--- src/shared/ast_defines.vh ---
`ifndef AST_DEFINES_VH
`define AST_DEFINES_VH

// oversampling and sample positions inside one bit (zero based)
`define AST_OVERSAMPLE       16
`define AST_SUB_LAST         4'hf
`define AST_SUB_S3           4'h2
`define AST_SUB_S5           4'h4
`define AST_SUB_S7           4'h6
`define AST_SUB_S8           4'h7
`define AST_SUB_S9           4'h8
`define AST_SUB_S10          4'h9

// frame lengths in bits: start + data + stop
`define AST_FRAME_LEN_8      4'ha
`define AST_FRAME_LEN_9      4'hb
`define AST_DATA_LEN_8       4'h8
`define AST_DATA_LEN_9       4'h9
`define AST_ONE_BIT          4'h1

// conventional prescaler factors
`define AST_PR_SEL0          4'h1
`define AST_PR_SEL1          4'h3
`define AST_PR_SEL2          4'h4
`define AST_PR_SEL3          4'hd

// reset values
`define AST_TX_BUFFER_EMPTY_RST         1'b1
`define AST_TC_RST           1'b1

// transmit fifo shape
`define AST_FIFO_WIDTH       9
`define AST_FIFO_DEPTH       16
`define AST_FIFO_AW          4

// receiver states
`define AST_RX_HUNT          2'h0
`define AST_RX_START         2'h1
`define AST_RX_BITS          2'h2

`endif

--- src/rtl/ast_transceiver.v ---
`timescale 1ns/100ps
`default_nettype none
`include "ast_defines.vh"

module ast_fifo #(
    parameter WIDTH = `AST_FIFO_WIDTH,
    parameter DEPTH = `AST_FIFO_DEPTH,
    parameter AW    = `AST_FIFO_AW
) (
    input  wire             clk_i,     // clock
    input  wire             nrst_i,    // async reset, active low
    input  wire [WIDTH-1:0] in_data_i, // fill data
    input  wire             in_valid_i,// fill valid
    output wire             in_ready_o,// not full
    output wire [WIDTH-1:0] out_data_o,// head word
    output wire             out_valid_o,// not empty
    input  wire             out_ready_i // drain
);
    reg [WIDTH-1:0] mem [0:DEPTH-1];
    reg [AW-1:0]    wr_ptr_reg;
    reg [AW-1:0]    rd_ptr_reg;
    reg [AW:0]      count_reg;
    wire            push;
    wire            pop;

    assign in_ready_o  = (count_reg != DEPTH[AW:0]);
    assign out_valid_o = (count_reg != {(AW+1){1'b0}});
    assign out_data_o  = mem[rd_ptr_reg];
    assign push        = in_valid_i & in_ready_o;
    assign pop         = out_valid_o & out_ready_i;

    always @(posedge clk_i) begin
        if (push) begin
            mem[wr_ptr_reg] <= in_data_i;
        end
    end

    always @(posedge clk_i or negedge nrst_i) begin
        if (!nrst_i) begin
            wr_ptr_reg <= {AW{1'b0}};
            rd_ptr_reg <= {AW{1'b0}};
            count_reg  <= {(AW+1){1'b0}};
        end else begin
            if (push) begin
                wr_ptr_reg <= wr_ptr_reg + 1'b1;
            end
            if (pop) begin
                rd_ptr_reg <= rd_ptr_reg + 1'b1;
            end
            if (push & ~pop) begin
                count_reg <= count_reg + 1'b1;
            end else if (pop & ~push) begin
                count_reg <= count_reg - 1'b1;
            end
        end
    end
endmodule

module ast_transceiver #(
    parameter FIFO_DEPTH = `AST_FIFO_DEPTH,
    parameter FIFO_AW    = `AST_FIFO_AW
) (
    input  wire       clk_i,                // 100 MHz clock
    input  wire       nrst_i,               // async reset, active low
    input  wire       word9_i,              // word length: 1 = 9 bits
    input  wire       tx_enable_i,          // transmitter enable
    input  wire       rx_enable_i,          // receiver enable
    input  wire       send_break_i,         // send break frames
    input  wire       wake_method_i,        // 0 idle wake, 1 address wake
    input  wire       rx_mute_set_i,        // pulse: enter mute
    input  wire [1:0] prescale_sel_i,       // prescaler 1/3/4/13
    input  wire [2:0] tx_rate_sel_i,        // tx power of two divider
    input  wire [2:0] rx_rate_sel_i,        // rx power of two divider
    input  wire [7:0] tx_fine_prescaler_i,  // tx fine prescaler, 0 = off
    input  wire [7:0] rx_fine_prescaler_i,  // rx fine prescaler, 0 = off
    input  wire       tx_empty_irq_en_i,    // tx empty interrupt enable
    input  wire       tx_complete_irq_en_i, // tx complete interrupt enable
    input  wire       rx_irq_en_i,          // rx full / overrun enable
    input  wire       idle_irq_en_i,        // idle interrupt enable
    input  wire       irq_mask_i,           // cpu interrupt mask, 1 masks
    input  wire       status_rd_i,          // pulse: status register read
    input  wire       data_rd_i,            // pulse: data register read
    input  wire [8:0] tx_data_i,            // bit 8 is tx_ninth_bit
    input  wire       tx_valid_i,           // data write valid
    output wire       tx_ready_o,           // fifo can take a word
    input  wire       serial_rx_pin_i,      // serial input
    output wire       tx_pin_o,             // serial output
    output wire       tx_pin_oe_o,          // pin owned by serial function
    output reg  [7:0] rx_data_o,            // rx_buffer
    output reg        rx_ninth_bit_o,       // received ninth bit
    output reg        tx_buffer_empty_o,    // status flag
    output reg        tx_complete_o,        // status flag
    output reg        rx_full_o,            // status flag
    output reg        idle_o,               // status flag
    output reg        overrun_o,            // status flag
    output reg        noise_flag_o,         // status flag
    output reg        framing_error_o,      // status flag
    output reg        rx_mute_o,            // mute state
    output wire       irq_o                 // interrupt request, level
);
    // full baud divisor: prescaler * 2^rate * fine
    function [18:0] divisor;
        input [1:0] psel;
        input [2:0] rsel;
        input [7:0] fine;
        reg   [3:0]  pr;
        reg   [10:0] sh;
        reg   [7:0]  f;
        begin
            case (psel)
                2'h0:    pr = `AST_PR_SEL0;
                2'h1:    pr = `AST_PR_SEL1;
                2'h2:    pr = `AST_PR_SEL2;
                default: pr = `AST_PR_SEL3;
            endcase
            sh = {7'h00, pr} << rsel;
            f  = (fine == 8'h00) ? 8'h01 : fine;
            divisor = {8'h00, sh} * {11'h000, f};
        end
    endfunction

    // 16x sample ticks, index 0 tx, 1 rx
    wire [18:0] div_val [0:1];
    wire [1:0]  dir_en;
    wire [1:0]  tick;
    assign div_val[0] = divisor(prescale_sel_i, tx_rate_sel_i, tx_fine_prescaler_i);
    assign div_val[1] = divisor(prescale_sel_i, rx_rate_sel_i, rx_fine_prescaler_i);

    genvar g;
    generate
        for (g = 0; g < 2; g = g + 1) begin : g_baud
            reg [18:0] cnt_reg;
            assign tick[g] = dir_en[g] & (cnt_reg == 19'h0_0000);
            always @(posedge clk_i or negedge nrst_i) begin
                if (!nrst_i) begin
                    cnt_reg <= 19'h0_0000;
                end else if (!dir_en[g] || cnt_reg == 19'h0_0000) begin
                    cnt_reg <= div_val[g] - 19'h0_0001;
                end else begin
                    cnt_reg <= cnt_reg - 19'h0_0001;
                end
            end
        end
    endgenerate

    wire [3:0] flen = word9_i ? `AST_FRAME_LEN_9 : `AST_FRAME_LEN_8;
    wire [3:0] dlen = word9_i ? `AST_DATA_LEN_9 : `AST_DATA_LEN_8;

    // transmit fifo in the write path
    wire [8:0] fifo_data;
    wire       fifo_valid;
    wire       fifo_pop;
    reg        tdr_full_reg;
    assign fifo_pop = fifo_valid & ~tdr_full_reg & tx_enable_i;

    ast_fifo #(
        .WIDTH (`AST_FIFO_WIDTH),
        .DEPTH (FIFO_DEPTH),
        .AW    (FIFO_AW)
    ) u_fifo (
        .clk_i       (clk_i),
        .nrst_i      (nrst_i),
        .in_data_i   (tx_data_i),
        .in_valid_i  (tx_valid_i),
        .in_ready_o  (tx_ready_o),
        .out_data_o  (fifo_data),
        .out_valid_o (fifo_valid),
        .out_ready_i (fifo_pop)
    );

    // transmitter
    reg  [8:0]  tdr_reg;
    reg         tx_busy_reg;
    reg  [10:0] tx_shift_reg;
    reg  [3:0]  tx_left_reg;
    reg  [3:0]  tx_sub_reg;
    reg         idle_pend_reg;
    reg         brk_sent_reg;
    reg         te_d_reg;
    reg         arm_tx_reg;
    // tx divider keeps running until a cut frame has finished
    assign dir_en = {rx_enable_i, tx_enable_i | tx_busy_reg};
    wire        tx_bit_end   = tx_busy_reg & tick[0] & (tx_sub_reg == `AST_SUB_LAST);
    wire        tx_frame_end = tx_bit_end & (tx_left_reg == `AST_ONE_BIT);
    wire        tx_can_load  = ~tx_busy_reg | tx_frame_end;
    wire [10:0] tx_word      = word9_i ? {1'b1, tdr_reg, 1'b0} : {2'b11, tdr_reg[7:0], 1'b0};

    assign tx_pin_o    = tx_busy_reg ? tx_shift_reg[0] : 1'b1;
    assign tx_pin_oe_o = tx_enable_i | rx_enable_i;

    always @(posedge clk_i or negedge nrst_i) begin
        if (!nrst_i) begin
            tdr_reg           <= 9'h000;
            tdr_full_reg      <= 1'b0;
            tx_buffer_empty_o <= `AST_TX_BUFFER_EMPTY_RST;
            tx_complete_o     <= `AST_TC_RST;
            tx_busy_reg       <= 1'b0;
            tx_shift_reg      <= 11'h7ff;
            tx_left_reg       <= 4'h0;
            tx_sub_reg        <= 4'h0;
            idle_pend_reg     <= 1'b0;
            brk_sent_reg      <= 1'b0;
            te_d_reg          <= 1'b0;
            arm_tx_reg        <= 1'b0;
        end else begin
            te_d_reg <= tx_enable_i;
            if (status_rd_i) begin
                arm_tx_reg <= 1'b1;
            end
            if (fifo_pop) begin
                tdr_reg      <= fifo_data;
                tdr_full_reg <= 1'b1;
                if (arm_tx_reg) begin
                    tx_buffer_empty_o <= 1'b0;
                    tx_complete_o     <= 1'b0;
                    arm_tx_reg        <= status_rd_i;
                end
            end
            if (tx_enable_i & ~te_d_reg) begin
                idle_pend_reg <= 1'b1;
            end
            if (~tx_enable_i & te_d_reg) begin
                tdr_full_reg      <= 1'b0;
                tx_buffer_empty_o <= 1'b1;
            end
            if (tx_busy_reg & tick[0]) begin
                tx_sub_reg <= tx_sub_reg + 4'h1;
            end
            if (tx_bit_end) begin
                tx_shift_reg <= {1'b1, tx_shift_reg[10:1]};
                tx_left_reg  <= tx_left_reg - 4'h1;
            end
            if (tx_can_load) begin
                tx_sub_reg <= 4'h0;
                if (!tx_enable_i) begin
                    tx_busy_reg <= 1'b0;
                    if (tx_frame_end) begin
                        tx_complete_o <= 1'b1;
                    end
                end else if (idle_pend_reg) begin
                    tx_busy_reg   <= 1'b1;
                    tx_shift_reg  <= 11'h7ff;
                    tx_left_reg   <= flen;
                    idle_pend_reg <= 1'b0;
                end else if (send_break_i) begin
                    tx_busy_reg  <= 1'b1;
                    tx_shift_reg <= 11'h000;
                    tx_left_reg  <= flen;
                    brk_sent_reg <= 1'b1;
                end else if (brk_sent_reg) begin
                    tx_busy_reg  <= 1'b1;
                    tx_shift_reg <= 11'h7ff;
                    tx_left_reg  <= `AST_ONE_BIT;
                    brk_sent_reg <= 1'b0;
                end else if (tdr_full_reg) begin
                    tx_busy_reg       <= 1'b1;
                    tx_shift_reg      <= tx_word;
                    tx_left_reg       <= flen;
                    tdr_full_reg      <= 1'b0;
                    tx_buffer_empty_o <= 1'b1;
                end else begin
                    tx_busy_reg <= 1'b0;
                    if (tx_frame_end) begin
                        tx_complete_o <= 1'b1;
                    end
                end
            end
        end
    end

    // receiver
    reg  [1:0] rx_state_reg;
    reg  [2:0] rx_hist_reg;
    reg  [3:0] rx_sub_reg;
    reg  [2:0] rx_samp_reg;
    reg        rx_edge_noise_reg;
    reg  [3:0] rx_bitn_reg;
    reg  [8:0] rx_shift_reg;
    reg        rx_nf_acc_reg;
    reg        nf_hidden_reg;
    reg  [7:0] idle_cnt_reg;
    reg        idle_armed_reg;
    reg        arm_rx_reg;
    wire       rx_pin   = serial_rx_pin_i;
    wire       maj      = (rx_samp_reg[0] & rx_samp_reg[1]) | (rx_samp_reg[0] & rx_samp_reg[2])
                          | (rx_samp_reg[1] & rx_samp_reg[2]);
    wire       disagree = (rx_samp_reg != 3'h0) & (rx_samp_reg != 3'h7);
    wire       bit_end  = tick[1] & (rx_sub_reg == `AST_SUB_LAST);
    wire [8:0] rx_word  = word9_i ? rx_shift_reg : {1'b0, rx_shift_reg[8:1]};
    wire       rx_msb   = word9_i ? rx_shift_reg[8] : rx_shift_reg[8];
    wire [7:0] idle_len = {flen, 4'h0} - 8'h01;
    wire       rx_done  = (rx_state_reg == `AST_RX_BITS) & bit_end & (rx_bitn_reg == dlen);
    wire       idle_hit = (rx_state_reg == `AST_RX_HUNT) & tick[1] & rx_pin
                          & idle_armed_reg & (idle_cnt_reg == idle_len);
    wire       deliver  = rx_done & (~rx_mute_o | (wake_method_i & rx_msb));

    always @(posedge clk_i or negedge nrst_i) begin
        if (!nrst_i) begin
            rx_state_reg      <= `AST_RX_HUNT;
            rx_hist_reg       <= 3'h0;
            rx_sub_reg        <= 4'h0;
            rx_samp_reg       <= 3'h0;
            rx_edge_noise_reg <= 1'b0;
            rx_bitn_reg       <= 4'h0;
            rx_shift_reg      <= 9'h000;
            rx_nf_acc_reg     <= 1'b0;
            nf_hidden_reg     <= 1'b0;
            idle_cnt_reg      <= 8'h00;
            idle_armed_reg    <= 1'b1;
            arm_rx_reg        <= 1'b0;
            rx_data_o         <= 8'h00;
            rx_ninth_bit_o    <= 1'b0;
            rx_full_o         <= 1'b0;
            idle_o            <= 1'b0;
            overrun_o         <= 1'b0;
            noise_flag_o      <= 1'b0;
            framing_error_o   <= 1'b0;
            rx_mute_o         <= 1'b0;
        end else begin
            if (status_rd_i) begin
                arm_rx_reg <= 1'b1;
            end
            if (data_rd_i & arm_rx_reg) begin
                rx_full_o       <= 1'b0;
                overrun_o       <= 1'b0;
                noise_flag_o    <= 1'b0;
                framing_error_o <= 1'b0;
                idle_o          <= 1'b0;
                arm_rx_reg      <= status_rd_i;
            end
            if (!rx_enable_i) begin
                rx_state_reg   <= `AST_RX_HUNT;
                rx_hist_reg    <= 3'h0;
                idle_cnt_reg   <= 8'h00;
                idle_armed_reg <= 1'b1;
            end else if (tick[1]) begin
                rx_sub_reg <= rx_sub_reg + 4'h1;
                if (rx_sub_reg == `AST_SUB_S8) begin
                    rx_samp_reg[0] <= rx_pin;
                end
                if (rx_sub_reg == `AST_SUB_S9) begin
                    rx_samp_reg[1] <= rx_pin;
                end
                if (rx_sub_reg == `AST_SUB_S10) begin
                    rx_samp_reg[2] <= rx_pin;
                end
                case (rx_state_reg)
                    `AST_RX_HUNT: begin
                        rx_hist_reg       <= {rx_hist_reg[1:0], rx_pin};
                        idle_cnt_reg      <= rx_pin ? idle_cnt_reg + 8'h01 : 8'h00;
                        rx_sub_reg        <= 4'h1;
                        rx_edge_noise_reg <= 1'b0;
                        if (idle_hit) begin
                            idle_armed_reg <= 1'b0;
                        end
                        if (rx_hist_reg == 3'h7 && !rx_pin) begin
                            rx_state_reg <= `AST_RX_START;
                        end
                    end
                    `AST_RX_START: begin
                        if ((rx_sub_reg == `AST_SUB_S3 || rx_sub_reg == `AST_SUB_S5
                             || rx_sub_reg == `AST_SUB_S7) && rx_pin) begin
                            rx_edge_noise_reg <= 1'b1;
                        end
                        if (bit_end) begin
                            if (maj) begin
                                rx_state_reg  <= `AST_RX_HUNT;
                                rx_hist_reg   <= 3'h0;
                                nf_hidden_reg <= 1'b1;
                            end else begin
                                rx_state_reg  <= `AST_RX_BITS;
                                rx_bitn_reg   <= 4'h0;
                                rx_nf_acc_reg <= nf_hidden_reg | rx_edge_noise_reg | disagree;
                            end
                        end
                    end
                    `AST_RX_BITS: begin
                        if (bit_end) begin
                            rx_nf_acc_reg <= rx_nf_acc_reg | disagree;
                            if (rx_bitn_reg != dlen) begin
                                rx_shift_reg <= {maj, rx_shift_reg[8:1]};
                                rx_bitn_reg  <= rx_bitn_reg + 4'h1;
                            end else begin
                                rx_state_reg   <= `AST_RX_HUNT;
                                rx_hist_reg    <= {3{maj}};
                                idle_cnt_reg   <= 8'h00;
                                idle_armed_reg <= 1'b1;
                            end
                        end
                    end
                    default: begin
                        rx_state_reg <= `AST_RX_HUNT;
                    end
                endcase
            end
            if (deliver) begin
                nf_hidden_reg <= 1'b0;
                // a clear in the same cycle frees the buffer, delivery wins
                if (rx_full_o && !(data_rd_i && arm_rx_reg)) begin
                    overrun_o <= 1'b1;
                end else begin
                    rx_data_o       <= rx_word[7:0];
                    rx_ninth_bit_o  <= rx_word[8];
                    rx_full_o       <= 1'b1;
                    noise_flag_o    <= rx_nf_acc_reg | disagree;
                    framing_error_o <= ~maj;
                end
            end
            if (idle_hit) begin
                if (!rx_mute_o) begin
                    idle_o <= 1'b1;
                end else if (!wake_method_i) begin
                    rx_mute_o <= 1'b0;
                end
            end
            if (rx_done & rx_mute_o & wake_method_i & rx_msb) begin
                rx_mute_o <= 1'b0;
            end
            if (rx_mute_set_i) begin
                rx_mute_o <= 1'b1;
            end
        end
    end

    assign irq_o = ~irq_mask_i & ((tx_empty_irq_en_i & tx_buffer_empty_o)
                 | (tx_complete_irq_en_i & tx_complete_o)
                 | (~rx_mute_o & rx_irq_en_i & (rx_full_o | overrun_o))
                 | (~rx_mute_o & idle_irq_en_i & idle_o));
endmodule

`default_nettype wire

--- config.mk ---
export PLATFORM = sky130hd
export DESIGN_NAME = ast_transceiver
export DESIGN_NICKNAME = d
export VERILOG_FILES = /design/src/rtl/ast_transceiver.v
export VERILOG_INCLUDE_DIRS = /design/src /design/src/shared
export SDC_FILE = /design/constraint.sdc
export NUM_CORES = 1
export LEC_CHECK = 0
export ABC_AREA = 1
export BUFFER_PORTS_ARGS = -buffer_cell sky130_fd_sc_hd__buf_4
export CAP_MARGIN = 20
export CORE_ASPECT_RATIO = 1.1
export CORE_MARGIN = 2
export CORE_UTILIZATION = 48
export CTS_CLUSTER_DIAMETER = 30
export DETAILED_ROUTE_END_ITERATION = 6
export HOLD_SLACK_MARGIN = 0.03
export PLACE_DENSITY_LB_ADDON = 0.05
export SLEW_MARGIN = 20
export SYNTH_ARGS = -nofsm -noshare
export SYNTH_HDL_FRONTEND = slang
export SYNTH_HIERARCHICAL = 1
export SYNTH_SLANG_ARGS = --single-unit
--- constraint.sdc ---
create_clock -name clk_i -period 3.7 [get_ports clk_i]
set_input_delay 0.74 -clock clk_i [delete_from_list [all_inputs] [get_ports clk_i]]
set_output_delay 0.74 -clock clk_i [all_outputs]
set_load 0.03 [all_outputs]
======== Word-level counts from Yosys, hierarchy flattened ========
Memories as Yosys holds them, arrays and structs flattened. A register that Yosys moved wholly into a read port is not among the register bits.
Index checks and enable logic that the tools add are counted.
Widths: inputs -> output; s select.
word-level totals
  register bits ........................... 131
  bits in writable memories ............... 144
  input bits .............................. 50
  logic and storage cells ................. 334
  memories kept ........................... 1
memories
  memory      depth  bits a word  rd ports  clocked after memory_dff  wr ports  RTL line              text
  u_fifo.mem  16     9            1         1                         1         ast_transceiver.v:19  reg [WIDTH-1:0] mem [0:DEPTH-1];
operators by class
  add/sub/neg operators ................... 14
  multiply operators ...................... 2
  eq/ne operators ......................... 33
  shift operators ......................... 2
  muxes and demuxes ....................... 136
  bitwise logic cells ..................... 61
  reductions and logical operators ........ 47
operators by type and width
  cell                   number
  $mux 1                 81
  $mux 11                7
  $sub 19x1->19 const B  4
  $mux 4                 14
  $mux 8                 7
  $logic_not 19->1       2
  $mul 11x8->19          2
  $mux 19                2
  $and 1x1->1            37
  $shl 4x3->11           2
  $add 4x1->4 const B    5
  $reduce_and 5->1       4
  $reduce_bool 2->1      10
  $mux 3                 6
  $ne 3x3->1 const B     6
  $eq 4x4->1 const B     4
  $logic_not 8->1        2
  $pmux 8 s2             1
  $mux 2                 7
  $or 1x1->1             13
  $eq 4x3->1 const B     3
  $pmux 4 s3             1
  $reduce_and 3->1       4
  $reduce_and 6->1       2
  36 further kinds       69

======== Longest topological paths before layout ========
Gate-level depths: netlist of run 1.
  depth in word-level cells ............... 12
  gate-level depth with buffers ........... 28
  gate-level depth less buffers ........... 28

======== By module ========
Netlist of run 1, hierarchy kept.
modules (own cells, without submodules)
  module           times used  cells an instance  area each (µm²)
  ast_transceiver  1           1881               13673.1
  ast_fifo         1           680                6866.6

======== Least setup slack after synthesis of run 1 ========
No wires, ideal clock.
  kind .................................... input port to flip-flop
  from .................................... input prescale_sel_i[0]
  to ...................................... register g_baud[0].cnt_reg[10]
  setup time .............................. 0.118 ns
  arrival ................................. 5.135 ns
  path slack .............................. -1.553 ns
  stages .................................. 22
  buffers on the path ..................... 0
  cell sequence ........................... inv_1 > nor2_1 > nand2_1 > o21ai_0 > o21ai_0 > or2_2 > o21ai_1 > nand2_1 > fa_1 > inv_1 > fa_1 > fa_1 > inv_1 > fa_1 > inv_1 > ha_1 > a21oi_1 > nand2_1 > a21oi_1 > o21ai_0 > xor2_1 > a21o_1
on the way
  word-level cells in the longest chain between the ends .. 6
ends and longest elaborated chain
  item                                      RTL line               text
  start, declared                           ast_transceiver.v:71   input wire [1:0] prescale_sel_i,
  $eq 2x2->1, or another cell as far along  ast_transceiver.v:110  case (psel)
  $pmux 4 s3 (*)                            ast_transceiver.v:110
  $shl 4x3->11 (*)                          ast_transceiver.v:116  sh = {7'h00, pr} << rsel;
  $mul 11x8->19 (*)                         ast_transceiver.v:118  divisor = {8'h00, sh} * {11'h000, f};
  $sub 19x1->19 (*)                         ast_transceiver.v:138  cnt_reg <= div_val[g] - 19'h0_0001;
  $mux 19 (*)                               ast_transceiver.v:137  end else if (!dir_en[g] || cnt_reg == 19'h0_0000) begin
  end signal, assigned                      ast_transceiver.v:138
  end signal, assigned                      ast_transceiver.v:140  cnt_reg <= cnt_reg - 19'h0_0001;
  end, declared                             ast_transceiver.v:132  reg [18:0] cnt_reg;
Every way passes the cells marked *; elsewhere a longest branch is shown, timed or not.
A chain may end at the register's enable or synchronous reset.

======== Worst setup path in the final report of run 1 ========
Same ends and word-level chain as after synthesis.

==> summary.md, run 1 <==
| Metric | Value |
|---|---|
| Status | `finished, violations left` |
| Failing checks | `setup timing` |
| Tightest Pin Transition | `around 0.98 ns` |
| Worst Setup SP | `prescale_sel_i[0]` |
| Placed cell areas | `0.0233 mm^2` |
| Met2 GRT Util | `0.392` |
| TritonCTS clock tree | `yes` |
| Max IR drop VDD | `0.515 mV` |
| H-tree depth | `3` |
| Nets@finish | `3120` |
| Period utilization | `1.24` |
| Share of layout cells above drive strength 1 | `0.234` |
| Post-synth EDFFs | `between 100 and 150` |
| Placer Congestion | `between 0.8 and 0.9` |
| P_leak | `0.0129 uW` |
| IO Count | `71` |
| Yosys top cell area share | `0.211` |
| Ys Warns | `6` |
| GRT met1 Usage | `0.304` |
| Worst EP required | `a little over 4 ns` |
| Clk slew on worst S/H paths | `approximately 0.04 ns` |
| Async SR Flop Fraction | `0.493` |
| Yosys reg bits | `approximately 280` |
| Hold violation count in the final report | `0` |
| Total track usage | `0.229` |
| Critical Path Start Type | `input port` |
| Avg WL per Cell | `roughly 14 um` |
| DRT antenna net count | `0` |
| Pwr/cell area | `about 690 mW/mm^2` |
| CTS Sinks | `between 200 and 300` |
| Pre-CTS WS | `-1.51 ns` |
| First drt pass iteration count | `5` |
| GR Layer Usage met3 | `0.0323` |
| Routed wire length | `a little under 50 mm` |
| Final instance area | `approximately 0.027 mm^2` |
| Chip Width | `roughly 200 um` |
| Top post-synthesis cells by count | `704 x nand2_1, 469 x inv_1, 272 x nor2_1` |
| Height of the die | `221 um` |
| Post-Syn Instances | `around 2600` |
| Clock buffer depth | `3` |
| Placeable Area | `0.0423 mm^2` |
| Worst-case reg-to-reg path depth | `14` |
| Count leader, synth | `nand2_1` |
| Initial Util | `0.486` |
| RSZ-0062 raised after global routing | `yes` |
| Sequential area share after synthesis | `0.382` |
| Total CTS buffers | `a little over 70` |
| Antenna violations before repair | `0` |
| Vias/cell | `4.93` |
| Port bufs | `70` |
| Post-synth net total | `between 2000 and 3000` |
| ANT cells | `0` |
| Hpwl dp | `roughly 35 mm` |
| Die area | `0.0445 mm^2` |
| Primary FF master, synth | `edfxtp_1` |
| Vias | `between 15000 and 20000` |
| Worst slew margin | `0.343` |
| Tmin final | `4.59 ns` |
| Final TNS setup | `-20.26 ns` |
| Cts-stage hold buffer count | `0` |
| Number of max-cap violations | `0` |
| Syn_area_per_cell | `8.02 um^2` |
| Cell Rows | `between 70 and 80` |
| Worst skew pair latency | `0.60 ns` |
| Setup Crit Path Kind | `input port to flip-flop` |
| Largest cells by area after synthesis | `edfxtp_1 21%, dfrtp_1 15%, nand2_1 13%` |
| Gr busiest metal | `met2` |
| Mapped cell area | `about 0.02 mm^2` |
| CP endpoint kind | `flip-flop` |
| Hold Path Class | `input port to asynchronous set/reset pin` |
| Netlist cell types | `between 50 and 60` |
| Crit Reg-Reg Startpoint | `u_fifo/count_reg[1]$_DFFE_PN0P_` |
| Final instance count without filler cells | `between 3000 and 4000` |
| Placed Cells | `3307` |
| Vias in the first global route | `approximately 17000` |
| Final worst slack | `-0.888 ns` |
| Largest net degree at the start of global routing | `93` |
| Setup Skew | `about 0.047 ns` |
| First-pass GRT wire length | `83.7 mm` |
| Critical path fanouts, max | `4` |
| Slew Limit Fails | `0` |
| Cell taking the most area after synthesis | `edfxtp_1` |
| Max Fclk | `~220 MHz` |
| Total gr overflow | `0` |
| Worst path arrival time | `5.04 ns` |
| Root Buffer | `clkbuf_16` |
| Drt drc | `0` |
| Violation count after the first detailed-route iteration | `992` |
| Layout overhead on the synthesized area | `30.3%` |
| Final setup fails | `30` |
| Max FFs per register | `roughly 140` |
## critical path: stages
cell	delay, ns
buf_8	0.09
inv_6	0.03
nor2_4	0.13
inv_2	0.07
a21oi_2	0.15
inv_2	0.07
nor2_2	0.08
inv_1	0.05
nand2_1	0.07
nand2_2	0.07
inv_4	0.08
buf_6	0.10
nand2_4	0.04
fa_1	0.53
inv_1	0.05
fa_1	0.44
fa_1	0.49
inv_1	0.05
fa_1	0.48
inv_2	0.04
ha_4	0.24
a21oi_4	0.15
nand2_4	0.08
a21oi_4	0.26
o21ai_4	0.11
xor2_1	0.17
a21o_1	0.17
## power breakdown
part / internal [uW] / leakage [uW] / switching, uW / total [uW]
Clock: 4210 / 0.00119 / 1970 / 6180
Sequential: 3850 / 0.00296 / 381 / 4230
Combinational: 3470 / 0.00879 / 4630 / 8100
## what timing repair did
action / 4_1_cts / 5_1_grt
resized for setup: 117 / 105
endpoints found under the setup margin: 30 / 32
setup buffers: 17 / 10
pin swaps: 91 / 100
## layout by cell type, fill, tap and decap left out, types with 17 or more instances in the layout
cell type	n
edfxtp_1	144
a21oi_1	45
o21ai_0	80
ha_1	86
dfrtp_1	125
nand3_1	136
xor2_1	28
nand4_1	22
buf_4	237
nor2_1	236
o21ai_1	23
nor3_1	25
ha_4	27
inv_2	47
xnor2_1	17
inv_1	422
fa_1	111
nor2_2	28
nand2_1	649
nand2_2	45
buf_6	21
clkbuf_16	72
## metal layers
| layer | share of wire | vias to the layer above |
|---|---|---|
| met5 | 0 | - |
| met4 | 0.018 | 0 |
| met3 | 0.041 | 70 |
| met2 | 0.48 | 336 |
| met1 | 0.46 | 8084 |
| li1 | - | 8576 |
## layout make-up
type,instances,area (um^2)
fillers,3718,15500
multi-input cells,1734,11800
flip-flops and latches,284,7850
repair buffers,261,2070
clock buffers,98,2030
inverters,486,1860
well taps,567,709
clock inverters,31,452
## logic make-up (layout without fill, tap and decap cells)
logic type               Yosys count  in the layout  synth area share
AO/OA/AOI/OAI                    241            241            0.0648
XOR/XNOR                          47             47            0.0200
adder cells (fa/ha/maj)          232            232             0.185
buffers and inverters            543            876             0.102
flip-flops                       284            284             0.382
AND/OR/NAND/NOR                 1214           1214             0.246
## final timing paths
check | endpoint | slack [ns]
worst max-delay path | g_baud[0].cnt_reg[10]$_DFF_PN0_ | -0.89
worst min-delay path | g_baud[0].cnt_reg[1]$_DFF_PN0_ | 0.20
worst max register to register | u_fifo/count_reg[4]$_DFFE_PN0P_ | 0.88
worst min register to register | tdr_reg[3]$_DFFE_PN0P_ | 0.47
max in group asynchronous | u_fifo/count_reg[1]$_DFFE_PN0P_ | 2.68
min in group clk_i | rx_mute_o$_DFFE_PN0P_ | 0.37
## through the flow
step / hold slack [ns] / power (uW) / util
after floorplan: 0.440 / 9050 / -
after global placement: 0.458 / 11200 / 0.550
after detailed placement: 0.463 / 11300 / 0.550
after CTS: 0.232 / 18100 / 0.623
after global routing: 0.266 / 19900 / 0.633
final: 0.204 / 18500 / 0.633
(Power assumes the default switching activity.)
==> run 2: changes to the inputs <==
Settings changed: CORE_UTILIZATION 48 to 50, PLACE_DENSITY set to 0.7, PLACE_DENSITY_LB_ADDON 0.05 to unset.
==> summary.md, run 2 (synthesis results as in run 1) <==
| Metric | Value |
|---|---|
| Status | `finished, violations left (unchanged)` |
| Failing checks | `setup timing (unchanged)` |
| Commonest cells after routing, fill and taps aside | `654 x nand2_1, 423 x inv_1, 241 x buf_4 (was 649 x nand2_1, 422 x inv_1, 237 x buf_4)` |
| Root Buffer | `clkbuf_16 (unchanged)` |
| Pre-CTS WS | `-1.51 ns (about the same)` |
| Clock buffer depth | `3 (unchanged)` |
| CTS Sinks | `284 (unchanged)` |
| Placer Congestion | `0.865 (was 0.860)` |
| Final setup fails | `30 (unchanged)` |
| Max Fclk | `218 MHz (about the same)` |
| Crit Reg-Reg Startpoint | `u_fifo/count_reg[1]$_DFFE_PN0P_ (unchanged)` |
| Routed wire length | `49.2 mm (about the same)` |
| Worst slew margin | `0.375 (was 0.343)` |
| Chip Width | `197 um (was 201 um)` |
| Cell Rows | `77 (was 79)` |
| Vias/cell | `5.16 (was 4.93)` |
| Max IR drop VDD | `0.469 mV (was 0.515 mV)` |
| RSZ-0062 raised after global routing | `yes (unchanged)` |
| Number of max-cap violations | `0 (unchanged)` |
| Worst path arrival time | `5.04 ns (about the same)` |
| Height of the die | `217 um (was 221 um)` |
| Hold violation count in the final report | `0 (unchanged)` |
| First drt pass iteration count | `5 (unchanged)` |
| Largest net degree at the start of global routing | `93 (unchanged)` |
| Initial Util | `0.509 (was 0.486)` |
| Total gr overflow | `0 (unchanged)` |
| DRT antenna net count | `0 (unchanged)` |
| H-tree depth | `2 (was 3)` |
| Critical Path Start Type | `input port (unchanged)` |
| Critical path fanouts, max | `7 (was 4)` |
| Tmin final | `4.58 ns (was 4.59 ns)` |
| First-pass GRT wire length | `82.2 mm (was 83.7 mm)` |
| Drt drc | `0 (unchanged)` |
| Placeable Area | `0.0404 mm^2 (was 0.0423 mm^2)` |
| Worst EP required | `4.16 ns (was 4.15 ns)` |
| Tightest Pin Transition | `0.934 ns (was 0.985 ns)` |
| Layout overhead on the synthesized area | `26.4% (was 30.3%)` |
| Vias | `17400 (was 17100)` |
| RR Endpoint | `u_fifo/count_reg[4]$_DFFE_PN0P_ (unchanged)` |
| WHS | `0.217 ns (was 0.204 ns)` |
| Setup Skew | `0.0244 ns (was 0.0475 ns)` |
| P_leak | `0.0126 uW (was 0.0129 uW)` |
| Total CTS buffers | `51 (was 71)` |
| Hpwl dp | `35.0 mm (was 35.3 mm)` |
| Worst-case reg-to-reg path depth | `15 (was 14)` |
| Max FFs per register | `144 (unchanged)` |
| Total track usage | `0.234 (was 0.229)` |
| Most common cell after layout, fill and taps aside | `nand2_1 (unchanged)` |
| Final worst slack | `-0.879 ns (was -0.888 ns)` |
| Period utilization | `1.24 (about the same)` |
| Die area | `0.0427 mm^2 (was 0.0445 mm^2)` |
| ANT cells | `0 (unchanged)` |
| Vias in the first global route | `17700 (was 17400)` |
| CP endpoint kind | `flip-flop (unchanged)` |
| IO Count | `71 (unchanged)` |
| Port bufs | `70 (unchanged)` |
| Violation count after the first detailed-route iteration | `1201 (was 992)` |
| Final TNS setup | `-21.35 ns (was -20.26 ns)` |
| Nets@finish | `3102 (was 3120)` |
| Slew Limit Fails | `0 (unchanged)` |
| Hold Path Class | `input port to asynchronous set/reset pin (unchanged)` |
| Setup Crit Path Kind | `input port to flip-flop (unchanged)` |
| Clk slew on worst S/H paths | `0.04 ns (about the same)` |
| Worst skew pair latency | `0.56 ns (was 0.60 ns)` |
| Antenna violations before repair | `0 (unchanged)` |
| Pwr/cell area | `655 mW/mm^2 (was 691 mW/mm^2)` |
| Share of layout cells above drive strength 1 | `0.227 (was 0.234)` |
| Cts-stage hold buffer count | `0 (unchanged)` |
| Avg WL per Cell | `14.6 um (was 14.2 um)` |
| TritonCTS clock tree | `yes (unchanged)` |
| Reg2reg setup slack | `0.74 ns (was 0.88 ns)` |
[run 2: per-layer routing]
metal	track usage	share of wire
met1	0.299	0.42
met2	0.414	0.50
met3	0.0300	0.052
met4	0.0739	0.025
met5	0	0
[run 2: how the worst max path moves through the flow]
stage | start | endpoint | cells past startpoint
floorplan | tx_fine_prescaler_i[2] | g_baud[0].cnt_reg[12]$_DFF_PN0_ | 20
global placement | tx_rate_sel_i[0] | g_baud[0].cnt_reg[18]$_DFF_PN0_ | 21
detailed placement | prescale_sel_i[0] | g_baud[0].cnt_reg[17]$_DFF_PN0_ | 29
CTS | prescale_sel_i[0] | g_baud[0].cnt_reg[12]$_DFF_PN0_ | 22
global route | prescale_sel_i[1] | g_baud[0].cnt_reg[16]$_DFF_PN0_ | 25
finish | prescale_sel_i[0] | g_baud[0].cnt_reg[12]$_DFF_PN0_ | 22
[run 2: critical path: stages]
cell      delay, ns
buf_12         0.09
inv_6          0.03
nor2_4         0.11
nand2_1        0.08
o21ai_2        0.08
o21ai_2        0.08
or2_4          0.24
o21ai_4        0.12
inv_1          0.10
nor2_2         0.13
fa_1           0.47
fa_1           0.53
fa_1           0.52
inv_1          0.05
fa_1           0.51
inv_2          0.05
ha_4           0.26
a21oi_4        0.13
o21ai_1        0.09
o21bai_1       0.18
or2_2          0.29
a31oi_1        0.14
[run 2: power by group]
part | internal [uW] | switching (uW)
combinational | 3410 | 4700
sequential | 3850 | 376
clock | 3070 | 1580
[run 2: repair_timing]
action	4_1_cts	5_1_grt
setup buffers	17	12
pin swaps	69	63
endpoints found under the setup margin	32	32
gates resized for setup	100	126
cloned	0	0
[run 2: cell type report]
| type | count | area (um^2) |
|---|---|---|
| Multi-Input combinational cell | 1734 | 11800 |
| Clock buffer | 57 | 1330 |
| Fill cell | 3220 | 14400 |
| Timing Repair Buffer | 263 | 2070 |
| Tap cell | 513 | 642 |
| Clock inverter | 34 | 403 |
| Sequential cell | 284 | 7850 |
| Inverter | 486 | 1870 |
[run 2: metrics by stage]
step	instance area, um^2	total power (uW)	util	std cells
after floorplan	21100	9050	-	2561
after global placement	23200	11100	0.575	3254
after detailed placement	23200	11300	0.575	3254
after CTS	25400	16400	0.630	3361
after global routing	26000	18200	0.643	3371
final	26000	17000	0.643	3371
==> run 3: changes to the inputs <==
Settings changed: PLACE_DENSITY 0.7 to 0.71, SYNTH_HIERARCHICAL 1 to unset.
==> summary.md, run 3 <==
| Metric | Value |
|---|---|
| Status | `finished, violations left (unchanged)` |
| Failing checks | `setup timing (unchanged)` |
| Share of layout cells above drive strength 1 | `0.260 (was 0.227)` |
| RSZ-0062 raised after global routing | `yes (unchanged)` |
| Final setup fails | `30 (unchanged)` |
| Placer Congestion | `0.882 (was 0.865)` |
| Yosys top cell area share | `0.217 (was 0.211)` |
| Hold violation count in the final report | `0 (unchanged)` |
| Max incr delay on CP | `0.52 ns (was 0.53 ns)` |
| Vias/cell | `5.29 (was 5.16)` |
| CP endpoint kind | `flip-flop (unchanged)` |
| Clock buffer depth | `3 (unchanged)` |
| Cell Rows | `76 (was 77)` |
| Critical path fanouts, max | `4 (was 7)` |
| Post-synth net total | `2589 (was 2843)` |
| Avg WL per Cell | `15.4 um (was 14.6 um)` |
| ANT cells | `0 (unchanged)` |
| Placed cell areas | `0.0224 mm^2 (was 0.0232 mm^2)` |
| Commonest cells after routing, fill and taps aside | `369 x nand2_1, 347 x inv_1, 271 x nor2_1 (was 654 x nand2_1, 423 x inv_1, 241 x buf_4)` |
| Most common cell after layout, fill and taps aside | `nand2_1 (unchanged)` |
| H-tree depth | `2 (unchanged)` |
| Post-synth EDFFs | `144 (unchanged)` |
| Placeable Area | `0.0392 mm^2 (was 0.0404 mm^2)` |
| Port bufs | `70 (unchanged)` |
| TritonCTS clock tree | `yes (unchanged)` |
| Area occupied by multi-input gates | `0.0115 mm^2 (was 0.0118 mm^2)` |
| Total track usage | `0.232 (was 0.234)` |
| Clk slew on worst S/H paths | `0.06 ns (was 0.04 ns)` |
| IO Count | `71 (unchanged)` |
| Tightest Pin Transition | `1.06 ns (was 0.934 ns)` |
| Worst skew pair latency | `0.54 ns (was 0.56 ns)` |
| Critical Path Start Type | `input port (unchanged)` |
| Nets@finish | `2835 (was 3102)` |
| Syn_area_per_cell | `8.62 um^2 (was 8.02 um^2)` |
| Sequential area share after synthesis | `0.394 (was 0.382)` |
| Vias | `16400 (was 17400)` |
| Setup Crit Path Kind | `input port to flip-flop (unchanged)` |
| Post-Syn Instances | `2307 (was 2561)` |
| Number of max-cap violations | `0 (unchanged)` |
| Total gr overflow | `0 (unchanged)` |
| Final instance area | `0.0253 mm^2 (was 0.0260 mm^2)` |
| Worst Setup SP | `prescale_sel_i[0] (unchanged)` |
| First-pass GRT wire length | `79.4 mm (was 82.2 mm)` |
| Worst EP required | `4.12 ns (was 4.16 ns)` |
| Mapped cell area | `0.0199 mm^2 (was 0.0205 mm^2)` |
| Final worst slack | `-0.938 ns (was -0.879 ns)` |
| Root Buffer | `clkbuf_16 (unchanged)` |
| Routed wire length | `47.7 mm (was 49.2 mm)` |
| Final Core Density | `0.645 (was 0.643)` |
| Crit Reg-Reg Startpoint | `tdr_full_reg$_DFF_PN0_ (was u_fifo/count_reg[1]$_DFFE_PN0P_)` |
| Chip Width | `194 um (was 197 um)` |
| Height of the die | `213 um (was 217 um)` |
| Filler cells | `3106 (was 3220)` |
| Hold Path Class | `input port to asynchronous set/reset pin (unchanged)` |
| Tmin final | `4.64 ns (was 4.58 ns)` |
| Drt drc | `0 (unchanged)` |
| Cts-stage hold buffer count | `0 (unchanged)` |
| Worst slew margin | `0.293 (was 0.375)` |
| Ys Warns | `0 (was 6)` |
| Period utilization | `1.25 (was 1.24)` |
| P_leak | `0.0116 uW (was 0.0126 uW)` |
| Worst path arrival time | `5.06 ns (was 5.04 ns)` |
| Setup Skew | `0.0185 ns (was 0.0244 ns)` |
| Max FFs per register | `144 (unchanged)` |
| Largest cells by area after synthesis | `edfxtp_1 22%, dfrtp_1 16%, fa_1 12% (was edfxtp_1 21%, dfrtp_1 15%, nand2_1 13%)` |
| Largest net degree at the start of global routing | `88 (was 93)` |
| Async SR Flop Fraction | `0.493 (unchanged)` |
| Register Area | `0.00785 mm^2 (unchanged)` |
| Violation count after the first detailed-route iteration | `1094 (was 1201)` |
| Count leader, synth | `nand2_1 (unchanged)` |
| Hpwl dp | `33.3 mm (was 35.0 mm)` |
| Max IR drop VDD | `0.556 mV (was 0.469 mV)` |
| Pwr/cell area | `682 mW/mm^2 (was 655 mW/mm^2)` |
| Yosys reg bits | `284 (unchanged)` |
| Slowest stage cell on the critical path | `fa_1 (unchanged)` |
| Layout overhead on the synthesized area | `27.0% (was 26.4%)` |
| DRT antenna net count | `0 (unchanged)` |
| CTS Sinks | `284 (unchanged)` |
| Vias in the first global route | `17100 (was 17700)` |
| Netlist cell types | `52 (was 51)` |
| Top post-synthesis cells by count | `424 x nand2_1, 391 x inv_1, 309 x nor2_1 (was 704 x nand2_1, 469 x inv_1, 272 x nor2_1)` |
| Slew Limit Fails | `0 (unchanged)` |
| Antenna violations before repair | `0 (unchanged)` |
| Final TNS setup | `-22.46 ns (was -21.35 ns)` |
| Initial Util | `0.508 (was 0.509)` |
| First drt pass iteration count | `5 (unchanged)` |
| Primary FF master, synth | `edfxtp_1 (unchanged)` |
| Total CTS buffers | `44 (was 51)` |
| Max Fclk | `216 MHz (was 218 MHz)` |
| Die area | `0.0414 mm^2 (was 0.0427 mm^2)` |
| Cell taking the most area after synthesis | `edfxtp_1 (unchanged)` |
## run 3: cell count changes in the layout (fill, tap and decap cells not counted), moves of 8 or more
| cell | delta |
|---|---|
| a31oi_1 | +8 |
| buf_4 | -8 |
| clkinv_2 | -13 |
| inv_1 | -76 |
| nand2_1 | -285 |
| nand2_2 | +17 |
| nand3_1 | -84 |
| nor2_1 | +38 |
| o21ai_0 | +62 |
| o21ai_2 | +24 |
| o221ai_1 | +22 |
| o22ai_1 | +15 |
## run 3: area by class of cell
type,count,share of cell area
clock buffer,51,0.0463
clock inverter,31,0.0180
inverter,405,0.0615
multi-input combinational,1556,0.455
timing repair buffer,262,0.0832
tap,507,0.0251
sequential,284,0.311
## run 3: worst max-delay path, delay by kind of cell
kind                       cells  cell delay, ns
adders and majority gates      5            2.00
and+or+nand+nor                7            1.22
AOI/OAI and AO/OA              5            0.48
buffers and inverters          8            0.62
## run 3: path summary, 6_finish.rpt
path / slack (ns) / cells past startpoint / to
setup / recovery: -0.94 / 25 / g_baud[1].cnt_reg[17]$_DFF_PN0_
hold / removal: 0.27 / 1 / g_baud[0].cnt_reg[7]$_DFF_PN0_
setup reg to reg: 0.87 / 11 / u_fifo.count_reg[4]$_DFFE_PN0P_
hold reg to reg: 0.47 / 2 / rx_data_o[5]$_DFFE_PN0P_
max in group asynchronous: 2.71 / 2 / rx_data_o[5]$_DFFE_PN0P_
min in group clk_i: 0.41 / 2 / arm_rx_reg$_DFFE_PN0P_
## run 3: kinds of logic (layout without fill, tap and decap cells)
kind of cell | after synthesis | in the layout | synth area share
buffers and inverters | 467 | 749 | 0.0904
AND/OR/NAND/NOR | 892 | 892 | 0.191
AO/OA/AOI/OAI | 379 | 379 | 0.110
multiplexers | 2 | 2 | 0.00101
adder cells (fa/ha/maj) | 232 | 232 | 0.191
flip-flops | 284 | 284 | 0.394
XOR/XNOR | 51 | 51 | 0.0225
## run 3: per-stage QoR
stage,total power [uW],worst slack [ns],hold WS (ns),cells
detailed placement,11200,-1.55,0.459,2982
floorplan,9000,-1.08,0.442,2307
finish,17200,-0.938,0.267,3096
global placement,11000,-1.43,0.456,2982
global route,18400,-1.13,0.347,3096
CTS,16400,-0.838,0.302,3084
## run 3: routing by layer
layer | GRT usage | up-vias | share of wire
li1 | - | 7923 | -
met5 | 0 | - | 0
met3 | 0.0265 | 87 | 0.045
met1 | 0.288 | 7953 | 0.42
met2 | 0.429 | 420 | 0.52
met4 | 0.0614 | 0 | 0.018
## run 3: power breakdown
part	total (uW)	switching, uW	internal [uW]	leakage, uW
clock network	4490	1560	2930	0.000770
logic	8450	4890	3560	0.00788
registers	4290	389	3900	0.00296
## run 3: timing repair
action,CTS,global route
setup buffers,20,13
pin swaps,102,94
gates resized for setup,146,127
setup endpoints to repair,32,32
